==> config.mk <==
export PLATFORM = sky130hd
export DESIGN_NAME = rx_gain_settling_sequencer
export DESIGN_NICKNAME = d
export VERILOG_FILES = /design/src/logic/rx_gain_pkg.sv /design/src/logic/request_pulse_meter.sv /design/src/logic/tx_ramp_timer.sv /design/src/logic/rx_gain_settling_sequencer.sv
export SDC_FILE = /design/constraint.sdc
export NUM_CORES = 1
export LEC_CHECK = 0
export BUFFER_PORTS_ARGS = -buffer_cell sky130_fd_sc_hd__buf_2
export CAP_MARGIN = 20
export CELL_PAD_IN_SITES_DETAIL_PLACEMENT = 0
export CELL_PAD_IN_SITES_GLOBAL_PLACEMENT = 1
export CORE_MARGIN = 10
export CORE_UTILIZATION = 48
export CTS_CLUSTER_DIAMETER = 50
export DETAILED_ROUTE_END_ITERATION = 8
export PLACE_DENSITY = 0.88
export SETUP_SLACK_MARGIN = 0.5
export SKIP_CTS_REPAIR_TIMING = 1
export SLEW_MARGIN = 0
export SYNTH_ARGS = -nofsm -noshare
export SYNTH_HDL_FRONTEND = slang
export SYNTH_SLANG_ARGS = --single-unit
==> constraint.sdc <==
create_clock -name clk -period 4.96 [get_ports clk]
set_clock_uncertainty 0.15 [all_clocks]
set_input_delay 0.992 -clock clk [delete_from_list [all_inputs] [get_ports clk]]
set_output_delay 0.992 -clock clk [all_outputs]
set_load 0.02 [all_outputs]
==> src/logic/rx_gain_pkg.sv <==
// Purpose: shared constants and types for the receive gain sequencer
// Assumes: 25 MHz reference clock
// Notes: times kept in ns, cycle counts derived from them
package rx_gain_pkg;
    localparam int CLK_PERIOD_NS = 40;
    localparam int OSC_CAL_NS = 2200000;
    localparam int LEAK_CAL_NS = 20000;
    localparam int RETURN_MAX_NS = 3000;
    localparam int ENTRY_SETTLE_NS = 5000;
    localparam int HOLD_100K_NS = 5000;
    localparam int SHORT_PULSE_NS = 1000;
    localparam int SETTLE_BUDGET_NS = 8000;
    localparam int RAMP_UP_NS = 500;
    // Longest times round down, least times round up
    localparam int OSC_CAL_CYCLES = OSC_CAL_NS / CLK_PERIOD_NS;
    localparam logic [15:0] LEAK_CAL_CYCLES = 16'(LEAK_CAL_NS / CLK_PERIOD_NS);
    localparam logic [7:0] RETURN_MAX_CYCLES = 8'(RETURN_MAX_NS / CLK_PERIOD_NS);
    localparam logic [7:0] ENTRY_SETTLE_CYCLES =
        8'((ENTRY_SETTLE_NS + CLK_PERIOD_NS - 1) / CLK_PERIOD_NS);
    localparam logic [7:0] HOLD_100K_CYCLES =
        8'((HOLD_100K_NS + CLK_PERIOD_NS - 1) / CLK_PERIOD_NS);
    localparam int SHORT_PULSE_CYCLES = SHORT_PULSE_NS / CLK_PERIOD_NS;
    localparam logic [7:0] SETTLE_BUDGET_CYCLES = 8'(SETTLE_BUDGET_NS / CLK_PERIOD_NS);
    localparam logic [7:0] RAMP_UP_CYCLES =
        8'((RAMP_UP_NS + CLK_PERIOD_NS - 1) / CLK_PERIOD_NS);
    localparam logic [6:0] GAIN_CEIL_HI = 7'h55;
    localparam logic [6:0] GAIN_CEIL_LO = 7'h36;
    localparam logic [6:0] GAIN_FLOOR = 7'h00;
    localparam logic signed [3:0] TRIM_MAX = 4'sh7;
    localparam logic signed [3:0] TRIM_MIN = 4'sh9;
    typedef enum logic [1:0] {notch_10m, notch_1m, notch_100k, notch_10k} notch_t;
    typedef enum logic [2:0] {
        sleep_mode,
        wait_mode,
        pin_switched_mode,
        manual_receive_gain_mode,
        osc_band_calibration_mode,
        carrier_leak_calibration_mode
    } chip_mode_t;
    typedef struct packed {
        logic [6:0] max_gain_ceiling;
        logic signed [3:0] target_trim;
        logic [7:0] step_wait;
        logic [6:0] manual_gain;
        notch_t manual_notch;
    } rx_cfg_t;
    typedef struct packed {
        logic [7:0] ramp_delay;
        logic digital_input;
    } tx_cfg_t;
    typedef struct packed {
        logic data_i;
        logic data_q;
    } iq_bits_t;
endpackage

==> src/logic/request_pulse_meter.sv <==
// Purpose: synchronise the settle request pin and measure its high width
// Assumes: pin asynchronous to clk
// Notes: width saturates, so only short versus long is meaningful
`timescale 1ns/1ps
module request_pulse_meter
    import rx_gain_pkg::*;
#(
    parameter int SHORT_CYCLES = SHORT_PULSE_CYCLES
)
(
    // Clock and reset
    input wire logic clk,
    input wire logic nrst,
    // Pin
    input wire logic pin,
    // Events
    output logic req_level,
    output logic req_rise,
    output logic short_fall
);
    if (SHORT_CYCLES < 1 || SHORT_CYCLES > 254)
    begin : g_chk
        $error("SHORT_CYCLES out of range");
    end
    logic meta;
    logic req_q;
    logic [7:0] width;

    always_ff @(posedge clk or negedge nrst)
    begin
        if (!nrst)
        begin
            meta <= 1'b0;
            req_level <= 1'b0;
            req_q <= 1'b0;
        end
        else
        begin
            meta <= pin;
            req_level <= meta;
            req_q <= req_level;
        end
    end

    always_ff @(posedge clk or negedge nrst)
    begin
        if (!nrst)
            width <= 8'h00;
        else if (req_level && !req_q)
            width <= 8'h01;
        else if (req_level && width != 8'hff)
            width <= width + 8'h01;
    end

    assign req_rise = req_level && !req_q;
    // A request held for more than SHORT_CYCLES cycles is never short
    assign short_fall = !req_level && req_q && (width <= 8'(SHORT_CYCLES));
endmodule

==> src/logic/tx_ramp_timer.sv <==
// Purpose: delay then fixed-length power ramp on entering transmit
// Assumes: tx_active is synchronous to clk
// Notes: the delay is programmable, the ramp length is not
`timescale 1ns/1ps
module tx_ramp_timer
    import rx_gain_pkg::*;
(
    // Clock and reset
    input wire logic clk,
    input wire logic nrst,
    // Control
    input wire logic tx_active,
    input wire logic [7:0] ramp_delay,
    // Status
    output logic ramp_on,
    output logic ramp_done
);
    typedef enum logic [1:0] {r_idle, r_delay, r_ramp, r_full} ramp_state_t;
    ramp_state_t rstate;
    logic [7:0] cnt;

    always_ff @(posedge clk or negedge nrst)
    begin
        if (!nrst)
        begin
            rstate <= r_idle;
            cnt <= 8'h00;
        end
        else if (!tx_active)
        begin
            // Leaving transmit relies on this clock still running
            rstate <= r_idle;
            cnt <= 8'h00;
        end
        else
        begin
            cnt <= cnt + 8'h01;
            unique case (rstate)
                r_idle:
                begin
                    rstate <= r_delay;
                    cnt <= 8'h00;
                end
                r_delay:
                    if (cnt >= ramp_delay)
                    begin
                        rstate <= r_ramp;
                        cnt <= 8'h00;
                    end
                r_ramp:
                    if (cnt == RAMP_UP_CYCLES - 8'h01)
                        rstate <= r_full;
                r_full:
                    cnt <= cnt;
            endcase
        end
    end

    assign ramp_on = (rstate == r_ramp) || (rstate == r_full);
    assign ramp_done = (rstate == r_full);
endmodule

==> src/logic/rx_gain_settling_sequencer.sv <==
// Purpose: receive gain settling, notch stepping, mode exits, transmit controls
// Assumes: mode and config come from the bus logic on clk; pins are asynchronous
// Notes: signal_strength_value is a dB error vs nominal, sampled on clk
// Overview of operation
// - Oscillator calibration ends within 2.2 ms, then sleep
// - Notch cutoff is 10M, 1M, 100k or 10k
// - Settling alternates notch between 10 MHz and 1 MHz
// - After settling, 100 kHz for 5 us, then 10 kHz
// - Manual mode uses programmed gain and notch
// - Receive entry sets ceiling gain and 1 MHz notch
// - Gain steps down to target within 8 us
// - Wait after each gain step is programmable
// - Settled flag rises; gain frozen until next request
// - Request rise clears flag and starts cycle
// - Not at maximum: 3 us return first, 11 us total
// - Short pulse forces maximum gain, no flag
// - Settling target trimmable by plus or minus 7 dB
// - Ceiling 54 to 85 dB, never altered by loop
// - Only manual mode exceeds ceiling, ceiling unchanged
// - Leak calibration refused while digital transmit input used
// - Digital I and Q streams sampled on clock
// - Power select pin picks high or low port
// - Programmable delay before fixed-length power ramp
// - Pin-switched mode: one transmits, zero receives
// - Leak calibration ends within 20 us, then sleep
`timescale 1ns/1ps
module rx_gain_settling_sequencer
    import rx_gain_pkg::*;
#(
    parameter int OSC_CAL_LEN = OSC_CAL_CYCLES
)
(
    // Clock and reset
    input wire logic clk,
    input wire logic nrst,
    // Mode selection from the bus logic
    input wire logic mode_write,
    input wire chip_mode_t mode_value,
    input wire logic synth_reload_write,
    input wire rx_cfg_t rx_cfg,
    input wire tx_cfg_t tx_cfg,
    // Pins
    input wire logic gain_settle_request,
    input wire logic tx_rx_select,
    input wire logic high_power_output_select,
    input wire iq_bits_t tx_data,
    input wire logic signed [5:0] signal_strength_value,
    // Mode status
    output chip_mode_t chip_mode,
    output logic synth_reload_needed,
    output logic leak_cal_refused,
    // Receive side
    output logic gain_settled_flag,
    output logic [6:0] rx_gain,
    output notch_t notch_sel,
    output logic rx_enable,
    // Transmit side
    output logic tx_enable,
    output logic high_port_en,
    output logic low_port_en,
    output logic tx_power_ramp_on,
    output logic tx_ramp_done,
    output iq_bits_t tx_sample,
    output logic tx_sample_valid
);
    if (OSC_CAL_LEN < 1 || OSC_CAL_LEN > 65535)
    begin : g_chk
        $error("OSC_CAL_LEN out of range");
    end

    typedef enum logic [2:0] {
        g_max, g_entry, g_return, g_fast, g_fine, g_hold, g_frozen
    } gain_state_t;

    function automatic logic [6:0] clamp_ceiling(input logic [6:0] v);
        if (v > GAIN_CEIL_HI)
            return GAIN_CEIL_HI;
        else if (v < GAIN_CEIL_LO)
            return GAIN_CEIL_LO;
        else
            return v;
    endfunction

    function automatic logic signed [3:0] clamp_trim(input logic signed [3:0] v);
        if (v > TRIM_MAX)
            return TRIM_MAX;
        else if (v < TRIM_MIN)
            return TRIM_MIN;
        else
            return v;
    endfunction

    // Pin synchronisers for the two mode pins
    logic [1:0] pin_meta;
    logic [1:0] pin_sync;
    logic tx_rx_s;
    logic hp_s;

    always_ff @(posedge clk or negedge nrst)
    begin
        if (!nrst)
        begin
            pin_meta <= 2'h0;
            pin_sync <= 2'h0;
        end
        else
        begin
            pin_meta <= {high_power_output_select, tx_rx_select};
            pin_sync <= pin_meta;
        end
    end
    assign tx_rx_s = pin_sync[0];
    assign hp_s = pin_sync[1];

    // Mode register and calibration timers
    logic [15:0] cal_cnt;
    logic osc_done;
    logic leak_done;
    logic leak_reject;

    assign osc_done = (chip_mode == osc_band_calibration_mode)
        && (cal_cnt == 16'(OSC_CAL_LEN - 1));
    assign leak_done = (chip_mode == carrier_leak_calibration_mode)
        && (cal_cnt == LEAK_CAL_CYCLES - 16'h0001);
    assign leak_reject = mode_write && tx_cfg.digital_input
        && (mode_value == carrier_leak_calibration_mode);

    always_ff @(posedge clk or negedge nrst)
    begin
        if (!nrst)
        begin
            chip_mode <= sleep_mode;
            cal_cnt <= 16'h0000;
        end
        else if (mode_write && !leak_reject)
        begin
            chip_mode <= mode_value;
            cal_cnt <= 16'h0000;
        end
        else if (osc_done || leak_done)
        begin
            chip_mode <= sleep_mode;
            cal_cnt <= 16'h0000;
        end
        else if (chip_mode == osc_band_calibration_mode
            || chip_mode == carrier_leak_calibration_mode)
            cal_cnt <= cal_cnt + 16'h0001;
    end

    always_ff @(posedge clk or negedge nrst)
    begin
        if (!nrst)
            leak_cal_refused <= 1'b0;
        else if (leak_reject)
            leak_cal_refused <= 1'b1;
        else if (mode_write)
            leak_cal_refused <= 1'b0;
    end

    // Completion wins over a reload write in the same cycle
    always_ff @(posedge clk or negedge nrst)
    begin
        if (!nrst)
            synth_reload_needed <= 1'b0;
        else if (osc_done)
            synth_reload_needed <= 1'b1;
        else if (synth_reload_write)
            synth_reload_needed <= 1'b0;
    end

    // Receive direction and entry detection
    logic rx_auto;
    logic rx_manual;
    logic rx_on_q;
    logic rx_entry;
    logic [6:0] ceiling;
    logic signed [3:0] trim;

    assign rx_auto = (chip_mode == pin_switched_mode) && !tx_rx_s;
    assign rx_manual = (chip_mode == manual_receive_gain_mode);
    assign rx_entry = (rx_auto || rx_manual) && !rx_on_q;
    assign ceiling = clamp_ceiling(rx_cfg.max_gain_ceiling);
    assign trim = clamp_trim(rx_cfg.target_trim);

    always_ff @(posedge clk or negedge nrst)
    begin
        if (!nrst)
            rx_on_q <= 1'b0;
        else
            rx_on_q <= rx_auto || rx_manual;
    end

    // Gain loop
    logic req_level;
    logic req_rise;
    logic short_fall;
    gain_state_t gstate;
    logic [6:0] auto_gain;
    logic [7:0] gcnt;
    logic [7:0] budget;
    logic pending;
    logic settling;
    logic wait_over;
    logic budget_out;
    logic reduce;
    logic settle_done;

    request_pulse_meter #(.SHORT_CYCLES(SHORT_PULSE_CYCLES)) u_meter (
        .clk(clk),
        .nrst(nrst),
        .pin(gain_settle_request),
        .req_level(req_level),
        .req_rise(req_rise),
        .short_fall(short_fall)
    );

    assign settling = (gstate == g_fast) || (gstate == g_fine);
    assign wait_over = (gcnt >= rx_cfg.step_wait);
    assign budget_out = (budget == SETTLE_BUDGET_CYCLES - 8'h01);
    assign reduce = (signal_strength_value > 6'(trim)) && (auto_gain > GAIN_FLOOR);
    assign settle_done = rx_auto && !rx_entry && !req_rise && !short_fall && settling
        && (budget_out || (gstate == g_fine && wait_over && !reduce));

    always_ff @(posedge clk or negedge nrst)
    begin
        if (!nrst)
        begin
            gstate <= g_max;
            auto_gain <= GAIN_CEIL_HI;
            gcnt <= 8'h00;
            budget <= 8'h00;
            pending <= 1'b0;
        end
        else if (rx_entry)
        begin
            auto_gain <= ceiling;
            gstate <= g_entry;
            gcnt <= 8'h00;
            pending <= 1'b0;
        end
        else if (rx_auto)
        begin
            gcnt <= gcnt + 8'h01;
            if (short_fall)
            begin
                auto_gain <= ceiling;
                gstate <= g_return;
                gcnt <= 8'h00;
                pending <= 1'b0;
            end
            else if (req_rise)
            begin
                gcnt <= 8'h00;
                budget <= 8'h00;
                if (gstate == g_max)
                    gstate <= g_fast;
                else
                begin
                    auto_gain <= ceiling;
                    gstate <= g_return;
                    pending <= 1'b1;
                end
            end
            else if (settle_done)
            begin
                gstate <= g_hold;
                gcnt <= 8'h00;
            end
            else
            begin
                unique case (gstate)
                    g_max, g_frozen:
                        gcnt <= 8'h00;
                    g_entry:
                        if (gcnt == ENTRY_SETTLE_CYCLES - 8'h01)
                            gstate <= g_max;
                    g_return:
                        if (gcnt == RETURN_MAX_CYCLES - 8'h01)
                        begin
                            gstate <= pending ? g_fast : g_max;
                            pending <= 1'b0;
                            budget <= 8'h00;
                            gcnt <= 8'h00;
                        end
                    g_fast:
                    begin
                        budget <= budget + 8'h01;
                        if (wait_over)
                        begin
                            gstate <= g_fine;
                            gcnt <= 8'h00;
                        end
                    end
                    g_fine:
                    begin
                        budget <= budget + 8'h01;
                        if (wait_over)
                        begin
                            auto_gain <= auto_gain - 7'h01;
                            gstate <= g_fast;
                            gcnt <= 8'h00;
                        end
                    end
                    g_hold:
                        if (gcnt == HOLD_100K_CYCLES - 8'h01)
                            gstate <= g_frozen;
                endcase
            end
        end
    end

    // Neither a rise nor a short fall can coincide with completion, so no clear masks a set
    always_ff @(posedge clk or negedge nrst)
    begin
        if (!nrst)
            gain_settled_flag <= 1'b0;
        else if (rx_entry || req_rise)
            gain_settled_flag <= 1'b0;
        else if (short_fall)
            gain_settled_flag <= 1'b0;
        else if (settle_done)
            gain_settled_flag <= 1'b1;
    end

    // Registered gain and notch outputs
    logic [6:0] next_gain;
    notch_t next_notch;

    always_comb
    begin
        next_gain = auto_gain;
        next_notch = notch_1m;
        if (rx_manual)
        begin
            next_gain = rx_cfg.manual_gain;
            next_notch = rx_cfg.manual_notch;
        end
        else
        begin
            unique case (gstate)
                g_fast: next_notch = notch_10m;
                g_hold: next_notch = notch_100k;
                g_frozen: next_notch = notch_10k;
                default: next_notch = notch_1m;
            endcase
        end
    end

    always_ff @(posedge clk or negedge nrst)
    begin
        if (!nrst)
        begin
            rx_gain <= GAIN_CEIL_HI;
            notch_sel <= notch_1m;
            rx_enable <= 1'b0;
        end
        else
        begin
            rx_gain <= next_gain;
            notch_sel <= next_notch;
            rx_enable <= rx_auto || rx_manual;
        end
    end

    // Transmit side
    logic tx_active;
    assign tx_active = (chip_mode == pin_switched_mode) && tx_rx_s;

    always_ff @(posedge clk or negedge nrst)
    begin
        if (!nrst)
        begin
            tx_enable <= 1'b0;
            high_port_en <= 1'b0;
            low_port_en <= 1'b0;
        end
        else
        begin
            tx_enable <= tx_active;
            high_port_en <= tx_active && hp_s;
            low_port_en <= tx_active && !hp_s;
        end
    end

    always_ff @(posedge clk or negedge nrst)
    begin
        if (!nrst)
        begin
            tx_sample <= '0;
            tx_sample_valid <= 1'b0;
        end
        else
        begin
            tx_sample <= tx_data;
            tx_sample_valid <= tx_active && tx_cfg.digital_input;
        end
    end

    tx_ramp_timer u_ramp (
        .clk(clk),
        .nrst(nrst),
        .tx_active(tx_active),
        .ramp_delay(tx_cfg.ramp_delay),
        .ramp_on(tx_power_ramp_on),
        .ramp_done(tx_ramp_done)
    );

    // Checks
    property p_osc_exit;
        @(posedge clk) disable iff (!nrst)
        osc_done && !mode_write |=> chip_mode == sleep_mode;
    endproperty
    a_osc_exit: assert property (p_osc_exit) else $error("osc cal did not end");

    property p_leak_exit;
        @(posedge clk) disable iff (!nrst)
        leak_done && !mode_write |=> chip_mode == sleep_mode;
    endproperty
    a_leak_exit: assert property (p_leak_exit) else $error("leak cal did not end");

    property p_entry;
        @(posedge clk) disable iff (!nrst)
        rx_entry && rx_auto |=> ##1 rx_gain == $past(ceiling, 2) && notch_sel == notch_1m;
    endproperty
    a_entry: assert property (p_entry) else $error("entry not at ceiling");

    property p_rise_clears;
        @(posedge clk) disable iff (!nrst)
        req_rise && rx_auto |=> !gain_settled_flag;
    endproperty
    a_rise_clears: assert property (p_rise_clears) else $error("flag not cleared");

    property p_frozen;
        @(posedge clk) disable iff (!nrst)
        gstate == g_frozen && rx_auto && !req_rise && !short_fall && !rx_entry
            |=> auto_gain == $past(auto_gain);
    endproperty
    a_frozen: assert property (p_frozen) else $error("gain moved while settled");

    property p_hold;
        @(posedge clk) disable iff (!nrst)
        settle_done ##1 (rx_auto && !req_rise && !rx_entry && !short_fall)[*2]
            |-> notch_sel == notch_100k && gain_settled_flag;
    endproperty
    a_hold: assert property (p_hold) else $error("no 100k hold");

    property p_short;
        @(posedge clk) disable iff (!nrst)
        short_fall && rx_auto && !rx_entry |=> gstate == g_return && !gain_settled_flag;
    endproperty
    a_short: assert property (p_short) else $error("short pulse mishandled");

    property p_ceiling;
        @(posedge clk) disable iff (!nrst)
        !rx_manual |=> rx_gain == $past(auto_gain) && rx_gain <= GAIN_CEIL_HI;
    endproperty
    a_ceiling: assert property (p_ceiling) else $error("gain above ceiling");

    property p_budget;
        @(posedge clk) disable iff (!nrst)
        settling |-> budget < SETTLE_BUDGET_CYCLES;
    endproperty
    a_budget: assert property (p_budget) else $error("settling overran");

    property p_port;
        @(posedge clk) disable iff (!nrst)
        tx_active |=> high_port_en == $past(hp_s) && low_port_en == !$past(hp_s);
    endproperty
    a_port: assert property (p_port) else $error("wrong output port");
endmodule

# After elaboration in Yosys (flattened, before gate mapping)
# Cells that the tools add are included.
[totals] word_cells=209 out_inout_bits=24 in_bits=55 reg_bits=90
[op_classes] reduce_logical=62 eq_ne=34 magnitude_cmp=9 add_sub_neg=6 muxes=69 bitwise_logic=2
[op_table] operator="$mux 8" count=14
[op_table] operator="$mux 7" count=11
[op_table] operator="$mux 16" count=3
[op_table] operator="$pmux 8 s3" count=2
[op_table] operator="$mux 3" count=12
[op_table] operator="$add 8x1->8 const B" count=4
[op_table] operator="$ne 6x6->1 const B" count=5
[op_table] operator="$logic_and 1x1->1" count=23
[op_table] operator="$eq 3x3->1 const B" count=6
[op_table] operator="$add 16x1->16 const B" count=1
[op_table] operator="$eq 16x16->1 const B" count=1
[op_table] operator="$eq 16x9->1 const B" count=1
[op_table] operator="$eq 8x7->1 const B" count=2
[op_table] operator="$ge 8x8->1" count=2
[op_table] operator="$mux 1" count=16
[op_table] operator="$pmux 8 s2" count=1
[op_table] operator="$reduce_bool 4->1" count=4
[op_table] operator="$pmux 3 s5" count=1
[op_table] operator="$eq 3x2->1 const B" count=4
[op_table] operator="$pmux 2 s3" count=2
[op_table] operator="$logic_not 1->1" count=10
[op_table] operator="$mux 2" count=5
[op_table] operator="$reduce_and 5->1" count=2
[op_table] operator="$reduce_bool 2->1" count=5
[op_table] operator="30 further kinds" count=45

# Depth between registers and ports, before layout
# Gate-level depths: netlist of run 1.
[logic_depth] word_depth=15 depth_mapped=12 ltp_nobuf=11

# Cells and area by module
# Synthesis of run 1 repeated with hierarchy kept, for this count alone.
[unflattened] hier_cells=618 hier_area_um2=5754.3
[modules_own_cells] mod="rx_gain_settling_sequencer" area_each_um2=4200.3 instances=1 cells_each=445 seq_area_each_um2=1737.9
[modules_own_cells] mod="tx_ramp_timer" area_each_um2=932.1 instances=1 cells_each=106 seq_area_each_um2=250.2
[modules_own_cells] mod="request_pulse_meter" area_each_um2=621.8 instances=1 cells_each=67 seq_area_each_um2=275.3

# Least setup slack after synthesis of run 1
# OpenSTA, ideal clock, no wires.
[synth_path] path_type="input port to flip-flop" startpoint="in rx_cfg[19] (netlist name)" endpoint="reg gstate[0]" setup_ns=0.125 arrival_ns=3.216 n_path_buf=0 stages=11 path_slack_ns=1.469 required_time_ns=4.685 path_cell_list="o31ai_1 > ha_1 > or2_2 > ha_1 > nand2_1 > o22ai_1 > a31oi_1 > a211oi_1 > o211a_2 > o32ai_4 > mux2_4"
[synth_via] elab_chain_len=14 word_cells_on_any_way=22 classes_between="3 x order compare; 5 x eq/ne; 7 x mux; 7 x reduce/logical"
[synth_lines] element="start: declaration" line_no="rx_gain_settling_sequencer.sv:40" text="input wire rx_cfg_t rx_cfg,"
[synth_lines] element="$lt 4x4->1" line_no="rx_gain_settling_sequencer.sv:87" text="else if (v < TRIM_MIN)"
[synth_lines] element="$mux 4" line_no="rx_gain_settling_sequencer.sv:87"
[synth_lines] element="$mux 4 *" line_no="rx_gain_settling_sequencer.sv:85" text="if (v > TRIM_MAX)"
[synth_lines] element="$gt 6x4->1 *" line_no="rx_gain_settling_sequencer.sv:220" text="assign reduce = (signal_strength_value > 6'(trim)) && (auto_gain > GAIN_FLOOR);"
[synth_lines] element="$logic_and 1x1->1 *" line_no="rx_gain_settling_sequencer.sv:220"
[synth_lines] element="$logic_not 1->1 *" line_no="rx_gain_settling_sequencer.sv:222" text="&& (budget_out || (gstate == g_fine && wait_over && !reduce));"
[synth_lines] element="$logic_and 1x1->1 *" line_no="rx_gain_settling_sequencer.sv:222"
[synth_lines] element="$logic_or 1x1->1 *" line_no="rx_gain_settling_sequencer.sv:222"
[synth_lines] element="$logic_and 1x1->1 *" line_no="rx_gain_settling_sequencer.sv:222"
[synth_lines] element="$mux 3" line_no="rx_gain_settling_sequencer.sv:264" text="else if (settle_done)"
[synth_lines] element="$mux 3" line_no="rx_gain_settling_sequencer.sv:251" text="else if (req_rise)"
[synth_lines] element="$mux 3" line_no="rx_gain_settling_sequencer.sv:244" text="if (short_fall)"
[synth_lines] element="$mux 3" line_no="rx_gain_settling_sequencer.sv:241" text="else if (rx_auto)"
[synth_lines] element="$mux 3" line_no="rx_gain_settling_sequencer.sv:234" text="else if (rx_entry)"
[synth_lines] element="end signal: assignment" line_no="rx_gain_settling_sequencer.sv:237" text="gstate <= g_entry;"
[synth_lines] element="end signal: assignment" line_no="rx_gain_settling_sequencer.sv:247" text="gstate <= g_return;"
[synth_lines] element="end signal: assignment" line_no="rx_gain_settling_sequencer.sv:256" text="gstate <= g_fast;"
[synth_lines] element="end: declaration" line_no="rx_gain_settling_sequencer.sv:197" text="gain_state_t gstate;"
# Every way passes the cells marked *; elsewhere a longest branch is shown, timed or not. The select of a mux whose other input is x is not followed.
# A chain may end at the register's enable or synchronous reset.

# Worst setup path in the final report of run 1
[layout_path] startpoint="in rx_cfg[19] (netlist name)" endpoint="reg budget[4]"
[layout_via] elab_chain_len=11 word_cells_on_any_way=12 classes_between="3 x order compare; 1 x eq/ne; 2 x mux; 6 x reduce/logical"
[layout_lines] element="$lt 4x4->1" line_no="rx_gain_settling_sequencer.sv:87"
[layout_lines] element="$mux 4" line_no="rx_gain_settling_sequencer.sv:87"
[layout_lines] element="$mux 4 *" line_no="rx_gain_settling_sequencer.sv:85"
[layout_lines] element="$gt 6x4->1 *" line_no="rx_gain_settling_sequencer.sv:220"
[layout_lines] element="$logic_and 1x1->1 *" line_no="rx_gain_settling_sequencer.sv:220"
[layout_lines] element="$logic_not 1->1 *" line_no="rx_gain_settling_sequencer.sv:222"
[layout_lines] element="$logic_and 1x1->1 *" line_no="rx_gain_settling_sequencer.sv:222"
[layout_lines] element="$logic_or 1x1->1 *" line_no="rx_gain_settling_sequencer.sv:222"
[layout_lines] element="$logic_and 1x1->1 *" line_no="rx_gain_settling_sequencer.sv:222"
[layout_lines] element="$ne 2x2->1 (no source line) *"
[layout_lines] element="$reduce_and 6->1 (no source line) *"
[layout_lines] element="end signal: assignment" line_no="rx_gain_settling_sequencer.sv:287" text="budget <= budget + 8'h01;"
[layout_lines] element="end signal: assignment" line_no="rx_gain_settling_sequencer.sv:296" text="budget <= budget + 8'h01;"
[layout_lines] element="end: declaration" line_no="rx_gain_settling_sequencer.sv:200" text="logic [7:0] budget;"
# Every way passes the cells marked *; elsewhere a longest branch is shown, timed or not.

==> qor.yml, run 1 <==
synthesis:
  ys_warn_count: 0
  syn-instance-count: 595
  syn_area_mm2: 0.00547
  yosysSeqAreaShare_pct: 41.4
  ys_types: 68
  netlist_top_cells_area: "dfrtp_1, ha_1, dfstp_2"
  synth-edff-count: 0
  synth_flop_cell: "dfrtp_1"
  yosysTopAreaCellShare_pct: 37.1
  syn_avg_cell_area_um2: 9.19
  syn-num-nets: 691
  ys_async_sr_fraction_pct: 100
  synth-seq-cells: 90
  synth_top_area_cell: "dfrtp_1"
power:
  seqPwrFrac_pct: 41.9
  switching_power_w: 0.000887
  power.leakage_nw: 3.00
  power.internal_w: 0.00159
  ir_worst_vdd_v: 0.000201
  combPwrFrac_pct: 29.7
  swShare_pct: 35.9
  pwr_density_cell_mw_per_mm2: 394
  clkPwrFrac_pct: 28.3
global_route:
  antenna_found_initial: 0
  grt_max_degree: 67
  grtUsageTotal_pct: 16.8
  first_global_vias: 4739
  grt_pass1_wl_um: 22900
  overflow: 0
timing:
  rsz0062_at_grt: "false"
  tightestPinTransition_ns: 0.987
  min_period_ns: 3.52
  setup_ws_ns: 1.44
  max_freq_mhz: 284
  fin_worst_hold_slack_ns: 0.199
  slew_violations: 0
  slew_headroom_pct: 33.9
  finalCritPeriodShare_pct: 70.9
  finalHoldViolCount: 0
  setup_violations: 0
  finalSetupTns_ns: 0
final_layout:
  instances_no_fill: 818
  n_antenna_cell: 0
  final_common_cell: "dfrtp_1"
  layout_common_cells: "dfrtp_1, buf_2, nand2_1"
  drive_gt1_share_pct: 18.7
  final_nets: 769
  fin_area_mm2: 0.00628
  syn_to_final_growth_pct: 14.8
routing:
  drc: 0
  vias_per_cell: 5.71
  wl_um: 13500
  drt_pass1_iterations: 5
  wl_per_cell_um: 16.5
  ant_nets: 0
  drtIter0Drc: 312
  vias: 4668
cts:
  htreeDepth: 3
  cts_tree: "built"
  cts.path.max_buffers: 2
  cts.sinks: 90
  cts.reportedPaths.clkPinSlew_ns: 0.07
  cts_buffers: 9
  clk_latency_ns: 0.35
  cts_root_buffer: "clkbuf_16"
floorplan:
  initial_core_util_pct: 49.8
  die_area_mm2: 0.0161
  dieHeight_um: 127
  core.rowCount: 38
  die_w_um: 127
  coreArea_mm2: 0.0110
  num_io_pins: 79
worst_hold_path:
  hp-class: "flip-flop to flip-flop"
outcome:
  status: "finished clean"
worst_setup_path:
  start_kind: "input port"
  crit_type: "input port to flip-flop"
  worst_ep_required_time_ns: 5.09
  critPathArrivalTime_ns: 3.64
  cp_max_fo: 22
  critPathCaptureType: "flip-flop"
placement:
  pre_cts_slack_ns: 1.16
  io_buffers: 78
  placed_cells: 802
  place.detailed.hpwl_um: 9830
  place_congestion: 0.859
  placedInstanceArea_mm2: 0.00598
job:
  cap_viol_max_count: 0
path summary, 6_finish.rpt:
kind                              from           end  slack, ns  cells after the start
setup / recovery            rx_cfg[19]     budget[4]       1.44                     13
hold / removal             pin_meta[0]   pin_sync[0]       0.20                      0
setup reg to reg               gcnt[0]  auto_gain[1]       1.85                     10
hold reg to reg            pin_meta[0]   pin_sync[0]       0.20                      0
max in group asynchronous         nrst  auto_gain[6]       3.18                      2
min in group asynchronous         nrst     gstate[1]       0.59                      1
sequential cells by signal, indices dropped and copies added (netlist names), 3 cells and up:
name	flops
u_ramp.cnt	8
auto_gain	7
cal_cnt	16
rx_gain	7
budget	8
u_meter.width	8
gstate	3
gcnt	8
chip_mode	3
kinds of logic (layout without fill, tap and decap cells):
logic type	after synthesis	after routing	synth area share (%)
AO/OA/AOI/OAI	130	130	15.9
XOR/XNOR	20	20	3.20
adder cells (fa/ha/maj)	41	41	9.38
buffers and inverters	63	146	4.80
flip-flops	90	90	41.4
multiplexers	16	16	3.27
AND/OR/NAND/NOR	235	235	22.1
power groups by stage:
stage	clock (W)	combinational, W	sequential (W)
global route	0.000737	0.000830	0.00106
detailed placement	0	0.000729	0.00105
finish	0.000700	0.000735	0.00104
global placement	0	0.000701	0.00104
CTS	0.000711	0.000735	0.00104
floorplan	0	0.000501	0.00104
synth_stat cells (5+ instances only):
| library cell | count |
|---|---|
| xor2_1 | 15 |
| clkbuf_1 | 7 |
| and3_1 | 15 |
| o211ai_1 | 6 |
| o21ai_0 | 39 |
| ha_1 | 41 |
| nor2_1 | 48 |
| nand4_1 | 13 |
| nand3_1 | 26 |
| xnor2_1 | 5 |
| nand2_1 | 59 |
| dfstp_2 | 9 |
| o21ai_1 | 5 |
| nor3_1 | 17 |
| dfrtp_1 | 81 |
| a31oi_1 | 16 |
| a21oi_1 | 19 |
| inv_1 | 49 |
| mux2_2 | 7 |
| or3_1 | 5 |
| mux2i_1 | 7 |
| o2111ai_1 | 5 |
| nand2b_1 | 16 |
| and2_1 | 8 |
per-layer routing:
layer  track usage (%)  up-vias  part of all wire [%]  wire (µm)
li1                  -     2285                     -          -
met1              21.2     2235                    45       6050
met2              27.6      129                    48       6480
met3              4.04       19                   5.4        731
met4              5.36        0                   1.5        208
met5                 0        -                     0          0
critical path, cell delays in order:
cell and delay [ns]:
buf_2 0.11, o31ai_1 0.29, ha_1 0.30, or2_2 0.28, ha_1 0.27, nand2_1 0.04
o22ai_1 0.10, a31oi_1 0.05, a211oi_1 0.33, o211ai_2 0.13, buf_4 0.26, a22o_2 0.31
a31oi_1 0.18
layout make-up:
type | instances | area [µm²]
Clock buffer | 12 | 246
Clock inverter | 4 | 53.8
Fill cell | 998 | 4700
Inverter | 49 | 184
Multi-Input combinational cell | 442 | 2940
Sequential cell | 90 | 2260
Tap cell | 140 | 175
Timing Repair Buffer | 81 | 415
stage by stage:
stage	total power (W)	util, %
2_1_floorplan	0.00154	-
3_3_place_gp	0.00174	54.5
3_5_place_dp	0.00178	54.5
4_1_cts	0.00248	57.2
5_1_grt	0.00263	57.2
6_report	0.00247	57.2
Note: power is estimated with default switching activity, not from simulation.
==> inputs of run 2 (changes only) <==
--- a/config.mk
+++ b/config.mk
@@ -10,10 +10,10 @@
 export CELL_PAD_IN_SITES_DETAIL_PLACEMENT = 0
 export CELL_PAD_IN_SITES_GLOBAL_PLACEMENT = 1
 export CORE_MARGIN = 10
-export CORE_UTILIZATION = 48
+export CORE_UTILIZATION = 44
 export CTS_CLUSTER_DIAMETER = 50
 export DETAILED_ROUTE_END_ITERATION = 8
-export PLACE_DENSITY = 0.88
+export PLACE_DENSITY = 0.82
 export SETUP_SLACK_MARGIN = 0.5
 export SKIP_CTS_REPAIR_TIMING = 1
 export SLEW_MARGIN = 0
==> constraint.sdc (replaced) <==
create_clock -name clk -period 3.67 [get_ports clk]
set_clock_uncertainty 0.15 [all_clocks]
set_input_delay 0.734 -clock clk [delete_from_list [all_inputs] [get_ports clk]]
set_output_delay 0.734 -clock clk [all_outputs]
set_load 0.02 [all_outputs]
==> qor.yml, run 2 (synthesized netlist as in run 1, its figures left out) <==
timing:
  finalHoldViolCount: 0
  slew_violations: 0
  min_period_ns: 3.04
  fin_worst_hold_slack_ns: 0.198
  max_freq_mhz: 329
  slew_headroom_pct: 35.5
  rsz0062_at_grt: "true"
  setup_violations: 0
  finalCritPeriodShare_pct: 82.9
  tightestPinTransition_ns: 0.964
  finalSetupTns_ns: 0
cts:
  cts.sinks: 90
  cts_tree: "built"
  clk_latency_ns: 0.34
  cts_buffers: 9
  cts_root_buffer: "clkbuf_16"
  htreeDepth: 3
  cts.reportedPaths.clkPinSlew_ns: 0.07
  cts.path.max_buffers: 2
worst_setup_path:
  r2r_end: "gstate[0]"
  worst_ep_required_time_ns: 3.75
  critPathArrivalTime_ns: 3.12
  cp_max_fo: 5
  rrSetupSlack_ns: 0.63
  start_kind: "flip-flop"
  r2r_cells: 9
  timing.rr.start: "gcnt[0]"
  crit_type: "flip-flop to flip-flop"
  critPathCaptureType: "flip-flop"
  startpoint: "gcnt[0]"
routing:
  wl_um: 12800
  ant_nets: 0
  vias: 4589
  vias_per_cell: 5.40
  drtIter0Drc: 239
  drc: 0
  wl_per_cell_um: 15.1
  drt_pass1_iterations: 4
placement:
  io_buffers: 78
  place.detailed.hpwl_um: 9680
  place_congestion: 0.848
  placedInstanceArea_mm2: 0.00609
global_route:
  grtUsageTotal_pct: 14.9
  grt_pass1_wl_um: 22000
  first_global_vias: 4629
  grt_max_degree: 50
  overflow: 0
  antenna_found_initial: 0
floorplan:
  coreArea_mm2: 0.0121
  core.rowCount: 40
  die_area_mm2: 0.0173
  num_io_pins: 79
  initial_core_util_pct: 45.2
  dieHeight_um: 131
  die_w_um: 131
worst_hold_path:
  hp-class: "flip-flop to flip-flop"
  hold_path_depth: 0
  whs_endpoint: "pin_sync[0]"
  worstHoldStart: "pin_meta[0]"
outcome:
  status: "finished clean"
final_layout:
  final_common_cell: "dfrtp_1"
  final_nets: 773
  drive_gt1_share_pct: 20.7
  final_core_util_pct: 53.0
  final.fill_count: 1146
  fin_area_mm2: 0.00642
  n_antenna_cell: 0
  layout_common_cells: "dfrtp_1, buf_2, nand2_1"
  syn_to_final_growth_pct: 17.5
  largest_reg_flops: 16
  regMostFlops: "cal_cnt"
power:
  power.leakage_nw: 3.05
  p_total_w: 0.00329
  pwr_density_cell_mw_per_mm2: 512
  ir_worst_vdd_v: 0.000235
job:
  cap_viol_max_count: 0
-- run 2: layout make-up --
| class | count | area [µm²] | area share (%) |
|---|---|---|---|
| clock inverter | 6 | 40.0 | 0.623 |
| sequential | 90 | 2260 | 35.2 |
| clock buffer | 10 | 239 | 3.72 |
| tap | 168 | 210 | 3.27 |
| multi-input combinational | 442 | 3030 | 47.1 |
| timing repair buffer | 85 | 462 | 7.19 |
| inverter | 49 | 184 | 2.86 |
-- run 2: worst max path at each step --
stage                      endpoint  slack, ns
after floorplan           gstate[0]       0.50
after global placement    gstate[0]       0.28
after detailed placement  gstate[0]       0.19
after CTS                 gstate[0]       0.54
after global routing      budget[3]       0.48
final                     gstate[0]       0.63
-- run 2: critical path, stage by stage, from the launching register on --
cell       delay (ns)
dfrtp_1          0.42
inv_1            0.15
ha_1             0.24
nand2b_1         0.14
a2111oi_0        0.52
o21a_1           0.35
a211oi_2         0.10
o211a_4          0.28
o32ai_4          0.26
mux2_4           0.33
-- run 2: through the flow --
stage	worst slack, ns	std cells
after global placement	0.284	834
after global routing	0.481	850
after CTS	0.542	850
after floorplan	0.501	595
final	0.627	850
after detailed placement	0.186	834
-- run 2: power by group --
| part | switching [W] | internal, W | total (W) |
|---|---|---|---|
| logic | 0.000607 | 0.000411 | 0.00102 |
| clock network | 0.000395 | 0.000477 | 0.000872 |
| registers | 0.000203 | 0.00120 | 0.00140 |
| total | 0.00120 | 0.00208 | 0.00329 |
-- run 2: routing by layer --
metal	track usage [%]	wire, µm	up-vias
met4	5.13	85	0
met2	24.1	6120	80
met1	19.2	6140	2200
li1	-	-	2302
met3	3.13	472	7
met5	0	0	-
==> inputs of run 3 (changes only) <==
==> constraint.sdc (replaced) <==
create_clock -name clk -period 2.9 [get_ports clk]
set_clock_uncertainty 0.15 [all_clocks]
set_input_delay 0.58 -clock clk [delete_from_list [all_inputs] [get_ports clk]]
set_output_delay 0.58 -clock clk [all_outputs]
set_load 0.02 [all_outputs]
==> qor.yml, run 3 (synthesized netlist as in run 1, its figures left out) <==
outcome:
  status: "finished clean"
placement:
  placedInstanceArea_mm2: 0.00632
  place_congestion: 0.910
  io_buffers: 78
  place.detailed.hpwl_um: 9920
  placed_cells: 858
routing:
  drtIter0Drc: 299
  drc: 0
  met3_length_um: 643
  vias: 4753
  ant_nets: 0
  routed-wl-met2_um: 6850
  wl_met1_um: 6040
  vias_per_cell: 5.41
  maxUsedRoutingLayer: "met4"
  wl_um: 13600
  wl_per_cell_um: 15.5
  drt_pass1_iterations: 5
final_layout:
  fin_area_mm2: 0.00692
  instances_no_fill: 878
  n_antenna_cell: 0
  final_nets: 801
  largest_reg_flops: 16
  layout_common_cells: "dfrtp_1, buf_2, nand2_1"
  syn_to_final_growth_pct: 26.5
  drive_gt1_share_pct: 28.3
  final_common_cell: "dfrtp_1"
  final.fill_count: 1116
  regMostFlops: "cal_cnt"
floorplan:
  die_area_mm2: 0.0173
  coreArea_mm2: 0.0121
  initial_core_util_pct: 45.2
  dieHeight_um: 131
  die_w_um: 131
  num_io_pins: 79
  core.rowCount: 40
worst_setup_path:
  rrSetupSlack_ns: 0.19
  critPathArrivalTime_ns: 2.97
  crit_top_cell: "ha_4"
  path_buf_inv: 2
  start_kind: "input port"
  crit_type: "input port to flip-flop"
  cp_max_fo: 4
  critPathCaptureType: "flip-flop"
  path_cells: "buf_6, o31ai_4, ha_4, or2_4, ha_4, nand2_2, o22ai_2, a31oi_1, a211oi_2, o211a_2, buf_4, nor3_1, o22a_1"
  worst_ep_required_time_ns: 3.03
  max_stage_delay_ns: 0.35
  cp_top_family: "compound AO/OA/AOI/OAI gates"
  slowest_stage: "a211oi_2"
cts:
  htreeDepth: 3
  cts_buffers: 9
  cts.sinks: 90
  cts.reportedPaths.clkPinSlew_ns: 0.07
  cts_root_buffer: "clkbuf_16"
  cts_tree: "built"
  clk_latency_ns: 0.35
  cts.path.max_buffers: 2
global_route:
  first_global_vias: 4823
  antenna_found_initial: 0
  grt_max_degree: 48
  grt_pass1_wl_um: 22900
  grtUsageTotal_pct: 15.3
  overflow: 0
timing:
  slew_headroom_pct: 46.4
  min_period_ns: 2.85
  slew_violations: 0
  rsz0062_at_grt: "true"
  fin_worst_hold_slack_ns: 0.0934
  setup_violations: 0
  max_freq_mhz: 351
  tightestPinTransition_ns: 0.797
  finalHoldViolCount: 0
  finalCritPeriodShare_pct: 98.1
job:
  cap_viol_max_count: 0
power:
  pwr_density_cell_mw_per_mm2: 659
  ir_worst_vdd_v: 0.000301
  power.leakage_nw: 3.24
worst_hold_path:
  hp-class: "input port to async pin"
==> run 3: power by group <==
part	switching [W]	internal, W	total, W
combinational	0.000902	0.000707	0.00161
sequential	0.000228	0.00151	0.00174
clock	0.000525	0.000680	0.00120
total	0.00166	0.00290	0.00456
==> run 3: final cells by class <==
class	count	area [µm²]	share of cell area, %
Multi-Input combinational cell	442	3250	47.0
Inverter	49	184	2.66
Clock buffer	10	229	3.31
Timing Repair Buffer	113	703	10.2
Clock inverter	6	72.6	1.05
Sequential cell	90	2260	32.7
Tap cell	168	210	3.04
==> run 3: worst paths after layout <==
check                             start                end  cells past startpoint
max                          rx_cfg[19]       auto_gain[2]                     13
max reg2reg                     gcnt[0]          gstate[0]                     10
max in group asynchronous          nrst       auto_gain[4]                      2
min in group clk             tx_data[0]       tx_sample[0]                      1
min reg2reg                u_meter.meta  u_meter.req_level                      0
min                                nrst      u_ramp.cnt[1]                      1
==> run 3: worst reg2reg max path, cell delays in order, from the launching register on <==
cell and delay [ns]:
dfrtp_1 0.39, inv_2 0.07, ha_1 0.21, nand2b_1 0.18
a2111oi_4 0.36, buf_4 0.17, o21a_4 0.16, a211oi_2 0.07
o211a_2 0.29, o32ai_4 0.24, mux2_4 0.32
==> run 3: routing by layer <==
layer | vias up | GRT usage [%]
met1 | 2290 | 19.2
met5 | - | 0
met3 | 10 | 3.77
met2 | 96 | 25.9
met4 | 0 | 3.58
li1 | 2357 | -
==> run 3: through the flow <==
step,util [%],power (W),TNS [ns],setup WS [ns]
after CTS,54.7,0.00442,0,0.00766
after global routing,57.1,0.00486,-0.00964,-0.00585
after floorplan,-,0.00267,-0.126,-0.115
after global placement,52.2,0.00316,-5.41,-0.263
final,57.1,0.00456,0,0.0540
after detailed placement,52.2,0.00320,-7.27,-0.338
